[src/tmx_regs.svh]
// Register indices, fields, reset values and timing counts of the test mux
`ifndef TMX_REGS_SVH
`define TMX_REGS_SVH

// ----------------------------------------------------------------
// Register indices (byte address is four times the index)
// ----------------------------------------------------------------
`define TMX_IDX_W            14
`define TMX_IDX_SEL_A        14'h2502
`define TMX_IDX_SEL_B        14'h2503
`define TMX_IDX_STATUS       14'h2505
`define TMX_IDX_SPARE        14'h2704

// ----------------------------------------------------------------
// Field layout and reset values
// ----------------------------------------------------------------
`define TMX_SEL_W            5
`define TMX_SPARE_W          8
`define TMX_SPARE_BIT1       1
`define TMX_SPARE_BIT2       2
`define TMX_SEL_RST          5'h00
`define TMX_SPARE_RST        8'h00

// ----------------------------------------------------------------
// Select codes, first pin
// ----------------------------------------------------------------
`define TMX_A_RTC_WAVE       5'h01
`define TMX_A_WD_REFRESH     5'h09
`define TMX_A_CPU_CLK        5'h0A
`define TMX_A_SUPPLY_HIGH    5'h0D
`define TMX_A_SUPPLY_LOW     5'h0E
`define TMX_A_FRAME_SYNC     5'h1B
`define TMX_A_ENGINE_BUSY    5'h1C
`define TMX_A_ENGINE_XFER    5'h1D
`define TMX_A_ENGINE_MONITOR 5'h1F

// ----------------------------------------------------------------
// Select codes, second pin
// ----------------------------------------------------------------
`define TMX_B_WD_EXPIRED     5'h00
`define TMX_B_CALIB_PULSE_ONE_SEC       5'h01
`define TMX_B_CALIB_PULSE_FOUR_SEC       5'h02
`define TMX_B_RTC_WAVE       5'h03
`define TMX_B_SPARE1         5'h08
`define TMX_B_SPARE2         5'h09
`define TMX_B_WAKE           5'h0A
`define TMX_B_FRAME_SYNC     5'h0B
`define TMX_B_MASTER_CLK     5'h0C
`define TMX_B_GROUND         5'h0E

// ----------------------------------------------------------------
// Calibration pulse timing, in real-time-clock periods
// ----------------------------------------------------------------
`define TMX_RTC_CNT_W        17
`define TMX_RTC_CNT_RST      17'h00000

`endif

[src/tmx_pkg.sv]
// Types shared by the test signal multiplexer
package tmx_pkg;

    // Asynchronous sources, in order of the synchroniser vector
    typedef struct packed {
        logic rtc_osc_wave;
        logic watchdog_refresh_mark;
        logic processor_clock;
        logic supply_good_high;
        logic supply_good_low;
        logic input_frame_sync;
        logic engine_busy_irq;
        logic engine_transfer_irq;
        logic engine_realtime_monitor;
        logic watchdog_expired;
        logic wake_event;
        logic master_clock;
    } tmx_src_type;

    // Wishbone request as seen by the register file
    typedef struct packed {
        logic        req;
        logic        we;
        logic [13:0] idx;
        logic        lane0;
        logic [7:0]  wdata;
    } tmx_wb_req_type;

endpackage

[src/tmx_mux.sv]
// Dual test signal multiplexer with Wishbone register access
`include "tmx_regs.svh"

module tmx_mux
    import tmx_pkg::*;
(
    // Clock and resets
    input  wire logic        clk_i,
    input  wire logic        rst_i,
    input  wire logic        bat_por_i,

    // Wishbone slave
    input  wire logic        cyc_i,
    input  wire logic        stb_i,
    input  wire logic        we_i,
    input  wire logic [15:0] adr_i,
    input  wire logic [3:0]  sel_i,
    input  wire logic [31:0] dat_i,
    output logic      [31:0] dat_o,
    output logic             ack_o,

    // Internal sources, asynchronous to clk_i
    input  wire tmx_src_type src_i,

    // Test pins
    output logic             test_out_a_pin_o,
    output logic             test_out_b_pin_o
);

    // ----------------------------------------------------------------
    // Source synchroniser
    // ----------------------------------------------------------------
    tmx_src_type src_meta_q;
    tmx_src_type src_q;

    always_ff @(posedge clk_i)
    begin
        src_meta_q <= src_i;
        src_q      <= src_meta_q;
    end

    // ----------------------------------------------------------------
    // Real-time clock edge counter for calibration pulses
    // ----------------------------------------------------------------
    logic                      rtc_prev_q;
    logic [`TMX_RTC_CNT_W-1:0] rtc_cnt_q;
    logic [`TMX_RTC_CNT_W-1:0] rtc_cnt_d;
    logic                      rtc_rise;
    logic                      calib_pulse_one_sec;
    logic                      calib_pulse_four_sec;

    assign rtc_rise  = src_q.rtc_osc_wave & ~rtc_prev_q;
    assign rtc_cnt_d = rtc_rise
                     ? rtc_cnt_q + `TMX_RTC_CNT_W'(1)
                     : rtc_cnt_q;

    // 32768 periods a second: first quarter of each second is high
    assign calib_pulse_one_sec  = (rtc_cnt_q[14:13] == 2'h0);
    // Four-second window: first quarter of 131072 periods is high
    assign calib_pulse_four_sec  = (rtc_cnt_q[16:15] == 2'h0);

    always_ff @(posedge clk_i)
    begin
        if (rst_i)
        begin
            rtc_prev_q <= 1'b0;
            rtc_cnt_q  <= `TMX_RTC_CNT_RST;
        end
        else
        begin
            rtc_prev_q <= src_q.rtc_osc_wave;
            rtc_cnt_q  <= rtc_cnt_d;
        end
    end

    // ----------------------------------------------------------------
    // Wishbone request decode
    // ----------------------------------------------------------------
    tmx_wb_req_type wb;
    logic           wr_en;
    logic           hit_sel_a;
    logic           hit_sel_b;
    logic           hit_spare;
    logic           hit_status;

    assign wb.req   = cyc_i & stb_i & ~ack_o;
    assign wb.we    = we_i;
    assign wb.idx   = adr_i[15:2];
    assign wb.lane0 = sel_i[0];
    assign wb.wdata = dat_i[7:0];

    assign wr_en      = wb.req & wb.we & wb.lane0;
    assign hit_sel_a  = (wb.idx == `TMX_IDX_SEL_A);
    assign hit_sel_b  = (wb.idx == `TMX_IDX_SEL_B);
    assign hit_spare  = (wb.idx == `TMX_IDX_SPARE);
    assign hit_status = (wb.idx == `TMX_IDX_STATUS);

    // ----------------------------------------------------------------
    // Battery-backed select registers
    // ----------------------------------------------------------------
    logic [`TMX_SEL_W-1:0]   sel_a_q;
    logic [`TMX_SEL_W-1:0]   sel_b_q;
    logic [`TMX_SPARE_W-1:0] spare_q;

    // Only battery power-up clears them; rst_i never does
    always_ff @(posedge clk_i)
    begin
        if (bat_por_i)
        begin
            sel_a_q <= `TMX_SEL_RST;
            sel_b_q <= `TMX_SEL_RST;
        end
        else
        begin
            if (wr_en && hit_sel_a)
            begin
                sel_a_q <= wb.wdata[`TMX_SEL_W-1:0];
            end
            if (wr_en && hit_sel_b)
            begin
                sel_b_q <= wb.wdata[`TMX_SEL_W-1:0];
            end
        end
    end

    // Spare bits are ordinary device state
    always_ff @(posedge clk_i)
    begin
        if (rst_i)
        begin
            spare_q <= `TMX_SPARE_RST;
        end
        else if (wr_en && hit_spare)
        begin
            spare_q <= wb.wdata;
        end
    end

    // ----------------------------------------------------------------
    // First pin code decode
    // ----------------------------------------------------------------
    logic a_rtc_wave;
    logic a_wd_refresh;
    logic a_cpu_clk;
    logic a_supply_high;
    logic a_supply_low;
    logic a_frame_sync;
    logic a_engine_busy;
    logic a_engine_xfer;
    logic a_engine_monitor;
    logic a_reserved;

    assign a_rtc_wave       = (sel_a_q == `TMX_A_RTC_WAVE);
    assign a_wd_refresh     = (sel_a_q == `TMX_A_WD_REFRESH);
    assign a_cpu_clk        = (sel_a_q == `TMX_A_CPU_CLK);
    assign a_supply_high    = (sel_a_q == `TMX_A_SUPPLY_HIGH);
    assign a_supply_low     = (sel_a_q == `TMX_A_SUPPLY_LOW);
    assign a_frame_sync     = (sel_a_q == `TMX_A_FRAME_SYNC);
    assign a_engine_busy    = (sel_a_q == `TMX_A_ENGINE_BUSY);
    assign a_engine_xfer    = (sel_a_q == `TMX_A_ENGINE_XFER);
    assign a_engine_monitor = (sel_a_q == `TMX_A_ENGINE_MONITOR);
    assign a_reserved       = ~(a_rtc_wave | a_wd_refresh | a_cpu_clk
                              | a_supply_high | a_supply_low
                              | a_frame_sync | a_engine_busy
                              | a_engine_xfer | a_engine_monitor);

    // ----------------------------------------------------------------
    // First pin selection
    // ----------------------------------------------------------------
    logic mux_a;

    assign mux_a =
        a_reserved    ? 1'b0 :
        a_rtc_wave    ? src_q.rtc_osc_wave :
        a_wd_refresh  ? src_q.watchdog_refresh_mark :
        a_cpu_clk     ? src_q.processor_clock :
        a_supply_high ? src_q.supply_good_high :
        a_supply_low  ? src_q.supply_good_low :
        a_frame_sync  ? src_q.input_frame_sync :
        a_engine_busy ? src_q.engine_busy_irq :
        a_engine_xfer ? src_q.engine_transfer_irq
                      : src_q.engine_realtime_monitor;

    // ----------------------------------------------------------------
    // Second pin code decode
    // ----------------------------------------------------------------
    logic b_wd_expired;
    logic b_calib_pulse_one_sec;
    logic b_calib_pulse_four_sec;
    logic b_rtc_wave;
    logic b_spare1;
    logic b_spare2;
    logic b_wake;
    logic b_frame_sync;
    logic b_master_clk;
    logic b_ground;
    logic b_reserved;

    assign b_wd_expired = (sel_b_q == `TMX_B_WD_EXPIRED);
    assign b_calib_pulse_one_sec   = (sel_b_q == `TMX_B_CALIB_PULSE_ONE_SEC);
    assign b_calib_pulse_four_sec   = (sel_b_q == `TMX_B_CALIB_PULSE_FOUR_SEC);
    assign b_rtc_wave   = (sel_b_q == `TMX_B_RTC_WAVE);
    assign b_spare1     = (sel_b_q == `TMX_B_SPARE1);
    assign b_spare2     = (sel_b_q == `TMX_B_SPARE2);
    assign b_wake       = (sel_b_q == `TMX_B_WAKE);
    assign b_frame_sync = (sel_b_q == `TMX_B_FRAME_SYNC);
    assign b_master_clk = (sel_b_q == `TMX_B_MASTER_CLK);
    assign b_ground     = (sel_b_q == `TMX_B_GROUND);
    assign b_reserved   = ~(b_wd_expired | b_calib_pulse_one_sec | b_calib_pulse_four_sec
                          | b_rtc_wave | b_spare1 | b_spare2 | b_wake
                          | b_frame_sync | b_master_clk
                          | b_ground);

    // ----------------------------------------------------------------
    // Second pin selection
    // ----------------------------------------------------------------
    logic mux_b;

    assign mux_b =
        b_reserved   ? 1'b0 :
        b_wd_expired ? src_q.watchdog_expired :
        b_calib_pulse_one_sec   ? calib_pulse_one_sec :
        b_calib_pulse_four_sec   ? calib_pulse_four_sec :
        b_rtc_wave   ? src_q.rtc_osc_wave :
        b_spare1     ? spare_q[`TMX_SPARE_BIT1] :
        b_spare2     ? spare_q[`TMX_SPARE_BIT2] :
        b_wake       ? src_q.wake_event :
        b_frame_sync ? src_q.input_frame_sync :
        b_master_clk ? src_q.master_clock
                     : 1'b0;

    // ----------------------------------------------------------------
    // Test pin registers
    // ----------------------------------------------------------------
    always_ff @(posedge clk_i)
    begin
        if (rst_i)
        begin
            test_out_a_pin_o <= 1'b0;
            test_out_b_pin_o <= 1'b0;
        end
        else
        begin
            test_out_a_pin_o <= mux_a;
            test_out_b_pin_o <= mux_b;
        end
    end

    // ----------------------------------------------------------------
    // Read data selection
    // ----------------------------------------------------------------
    logic [31:0] rd_data;
    logic [31:0] status_word;

    assign status_word = {28'h0000000,
                          calib_pulse_four_sec,
                          calib_pulse_one_sec,
                          test_out_b_pin_o,
                          test_out_a_pin_o};

    assign rd_data =
        hit_sel_a  ? {27'h0000000, sel_a_q} :
        hit_sel_b  ? {27'h0000000, sel_b_q} :
        hit_spare  ? {24'h000000, spare_q} :
        hit_status ? status_word
                   : 32'h00000000;

    // ----------------------------------------------------------------
    // Wishbone answer
    // ----------------------------------------------------------------
    always_ff @(posedge clk_i)
    begin
        if (rst_i)
        begin
            ack_o <= 1'b0;
            dat_o <= 32'h00000000;
        end
        else
        begin
            ack_o <= wb.req;
            dat_o <= (wb.req && !wb.we) ? rd_data : 32'h00000000;
        end
    end

endmodule

[config.mk]
export PLATFORM = sky130hd
export DESIGN_NAME = tmx_mux
export DESIGN_NICKNAME = d
export VERILOG_FILES = /design/src/tmx_pkg.sv /design/src/tmx_mux.sv
export VERILOG_INCLUDE_DIRS = /design/src
export SDC_FILE = /design/constraint.sdc
export NUM_CORES = 1
export LEC_CHECK = 0
export BUFFER_PORTS_ARGS = -buffer_cell sky130_fd_sc_hd__buf_2
export CAP_MARGIN = 40
export CELL_PAD_IN_SITES_DETAIL_PLACEMENT = 0
export CELL_PAD_IN_SITES_GLOBAL_PLACEMENT = 1
export CORE_ASPECT_RATIO = 1.4
export CORE_MARGIN = 1
export CORE_UTILIZATION = 37
export CTS_CLUSTER_SIZE = 28
export DETAILED_ROUTE_END_ITERATION = 10
export PLACE_DENSITY_LB_ADDON = 0.1
export SYNTH_ARGS = -nofsm -noshare
export SYNTH_HDL_FRONTEND = slang
export SYNTH_SLANG_ARGS = --single-unit
[constraint.sdc]
create_clock -name clk_i -period 2.1 [get_ports clk_i]
set_input_delay 0.21 -clock clk_i [delete_from_list [all_inputs] [get_ports clk_i]]
set_output_delay 0.21 -clock clk_i [all_outputs]
set_load 0.02 [all_outputs]
==> results.sh <==
export IMPL_postSynth_asyncResetShare_pct=0
export IMPL_ys_ff_latch=71
export IMPL_initial_utilization_pct=38.1
export IMPL_min_path_type="in -> reg"
export IMPL_status="finished, final reports clean"
export IMPL_clk_path_buf_depth=2
export IMPL_cts_setup_buffers=0
export IMPL_drcViolationCount=0
export IMPL_yosys_area_top_type="dfxtp_1"
export IMPL_cts_buffers=9
export IMPL_cp_startpoint="sel_a_q[4]"
export IMPL_grt_pass1_vias=2169
export IMPL_layout_common_cells="dfxtp_1, buf_2, nand2b_1"
export IMPL_startpoint_type="flop"
export IMPL_dieHeight_um=111
export IMPL_setup_viol=0
export IMPL_numPortBuffers=51
export IMPL_skew_ns=0.00539
export IMPL_core_sq_um=8200
export IMPL_grt_pass1_wl_um=10300
export IMPL_syn_area_per_cell_sq_um=9.89
export IMPL_root_buffer="clkbuf_16"
export IMPL_clk_latency_ns=0.33
export IMPL_slew_headroom_pct=60.9
export IMPL_vias=2337
export IMPL_dp_slack_ns=0.287
export IMPL_synth_edf_count=0
export IMPL_ys_flop_type="dfxtp_1"
export IMPL_yosys_warnings=0
export IMPL_seq_area_frac_synth_pct=45.5
export IMPL_seq_area_sq_um=1420
export IMPL_fp_dieW_um=79.7
export IMPL_slew_violations=0
export IMPL_worstReg2RegStart="sel_a_q[4]"
export IMPL_critPathMaxFanout=7
export IMPL_syn_area_sq_um=3120
export IMPL_rsz0062_at_grt="no"
export IMPL_tightest_slew_ns=0.572
export IMPL_cts_num_sinks=71
export IMPL_cts_tree="yes"
export IMPL_r2r_end="test_out_a_pin_o"
export IMPL_n_antenna_cell=0
export IMPL_ys_types=51
export IMPL_synth_top_area_share_pct=45.5
export IMPL_synth_area_leaders="dfxtp_1, nand2b_1, mux2i_1"
export IMPL_io_pins=105
export IMPL_setup_slack_ns=0.232
export IMPL_num_rows=39
export IMPL_critPathArrivalTime_ns=2.06
export IMPL_grt_total_usage_pct=15.8
export IMPL_antenna_found_initial=0
export IMPL_wl_um=6500
export IMPL_max_freq_mhz=535
export IMPL_p_leak_nw=1.57
export IMPL_required_ns=2.29
export IMPL_drive_gt1_share_pct=22.4
export IMPL_routedWlPerCell_um=13.3
export IMPL_ant_nets=0
export IMPL_ir_worst_vdd_mv=0.491
export IMPL_num_fill_cells=798
export IMPL_setup_tns_ns=0
export IMPL_endpoint_kind="flop"
export IMPL_rrSetupSlack_ns=0.23
export IMPL_overflow=0
export IMPL_crit_type="reg -> reg"
export IMPL_min_period_over_period_pct=89.0
export IMPL_hold_viol_final=0
export IMPL_multi_input_area_sq_um=1550
export IMPL_max_cap_violations=0
export IMPL_cts_htree_levels=3
export IMPL_finalPower_mw=3.07
export IMPL_gp_congestion=0.783
export IMPL_rr_worst_depth=4
export IMPL_drtIter0Drc=61
export IMPL_critPathCapture="test_out_a_pin_o"
export IMPL_nets=454
export IMPL_dieArea_sq_um=8820
export IMPL_final_util_pct=47.0
export IMPL_power_per_cell_area_nw_per_um2=797
export IMPL_areaGrowthSynthToFinish_pct=23.3
export IMPL_path_clk_slew_ns=0.06
export IMPL_dpl_hpwl_um=4690
export IMPL_grt_max_degree=39
export IMPL_final_common_cell="dfxtp_1"
export IMPL_synthCells=316
export IMPL_firstDrtPassIters=4
export IMPL_via_per_inst=4.77
export IMPL_finalCriticalPeriod_ns=1.87
-- through the flow --
step,hold WS [ns],instances,cell area [sq um]
floorplan,0.238,339,3210
global placement,0.311,462,3430
detailed placement,0.314,462,3430
CTS,0.0612,490,3850
global route,0.0650,490,3850
finish,0.0665,490,3850
-- synth_stat cells (all sizes together) (2+ instances only) --
cell type   n
buf        28
xor2        9
xnor2       2
o21ai       2
or3b        2
or4         3
nand2      12
nand3b      5
nor3b       2
and3        4
nor3        3
a21oi       7
o31ai       5
nand4b      4
mux2i      20
dfxtp      71
mux2        5
nor4        4
and4b       2
and4        2
o211a       5
a22oi       4
o22ai       4
nand4bb     3
nand4       4
nor2       17
or3         4
nor2b      13
nand3       6
a211oi      2
clkbuf     12
nor4b       3
nand2b     34
-- kinds of logic (layout without fill, tap and decap cells) --
kind of cell	count (synthesis)	count (layout)	share of synthesized area, %
XOR/XNOR	11	11	3.08
buffers and inverters	41	90	7.93
AND/OR/NAND/NOR	129	129	26.1
AO/OA/AOI/OAI	37	37	8.65
adder cells (fa/ha/maj)	1	1	0.400
flip-flops	71	71	45.5
other	1	24	0.120
multiplexers	25	25	8.21
-- final cells by class --
type | count | share of cell area (%)
multi-input combinational | 227 | 40.2
sequential | 71 | 36.9
timing repair buffer | 73 | 11.7
clock buffer | 11 | 6.30
tap | 102 | 3.31
clock inverter | 5 | 1.49
inverter | 1 | 0.0975
-- state kept, by name, summed over array words and instances (netlist names) --
signal and flops:
dat_o 8, test_out_a_pin_o 1, src_q 12, rtc_prev_q 1
src_meta_q 12, sel_b_q 5, spare_q 8, sel_a_q 5
rtc_cnt_q 17, ack_o 1, test_out_b_pin_o 1
-- worst min-delay path by stage --
stage / from / to / slack [ns] / cells after the start
CTS: rst_i / ack_o / 0.06 / 2
detailed placement: src_i[8] / src_meta_q[8] / 0.31 / 1
finish: rst_i / ack_o / 0.07 / 2
floorplan: src_i[0] / src_meta_q[0] / 0.24 / 0
global placement: src_meta_q[3] / src_q[3] / 0.31 / 0
global route: rst_i / ack_o / 0.07 / 2
-- power by group --
part,switching (mW),internal [mW]
logic,0.100,0.0782
registers,0.0135,1.38
clock network,0.552,0.948
-- timing repair --
| action | in CTS | in global routing |
|---|---|---|
| hold buffers | 12 | 0 |
| hold endpoints to repair | 12 | 0 |
| setup endpoints to repair | 0 | 0 |
| gates resized for setup | 0 | 0 |
-- worst max-delay path, stage by stage, from the launching register on --
cell	delay [ns]
dfxtp_1	0.37
or3b_2	0.49
a21o_1	0.18
a2111oi_0	0.56
nor4_1	0.11
-- routing by layer --
metal / share of wire [%] / up-vias / global-route usage, %
met3: 4.8 / 15 / 4.77
met5: 0 / - / 0
met4: 2.9 / 0 / 8.73
met2: 49 / 59 / 26.3
met1: 43 / 1062 / 17.4
li1: - / 1201 / -
Power figures use the tool's default switching activity.
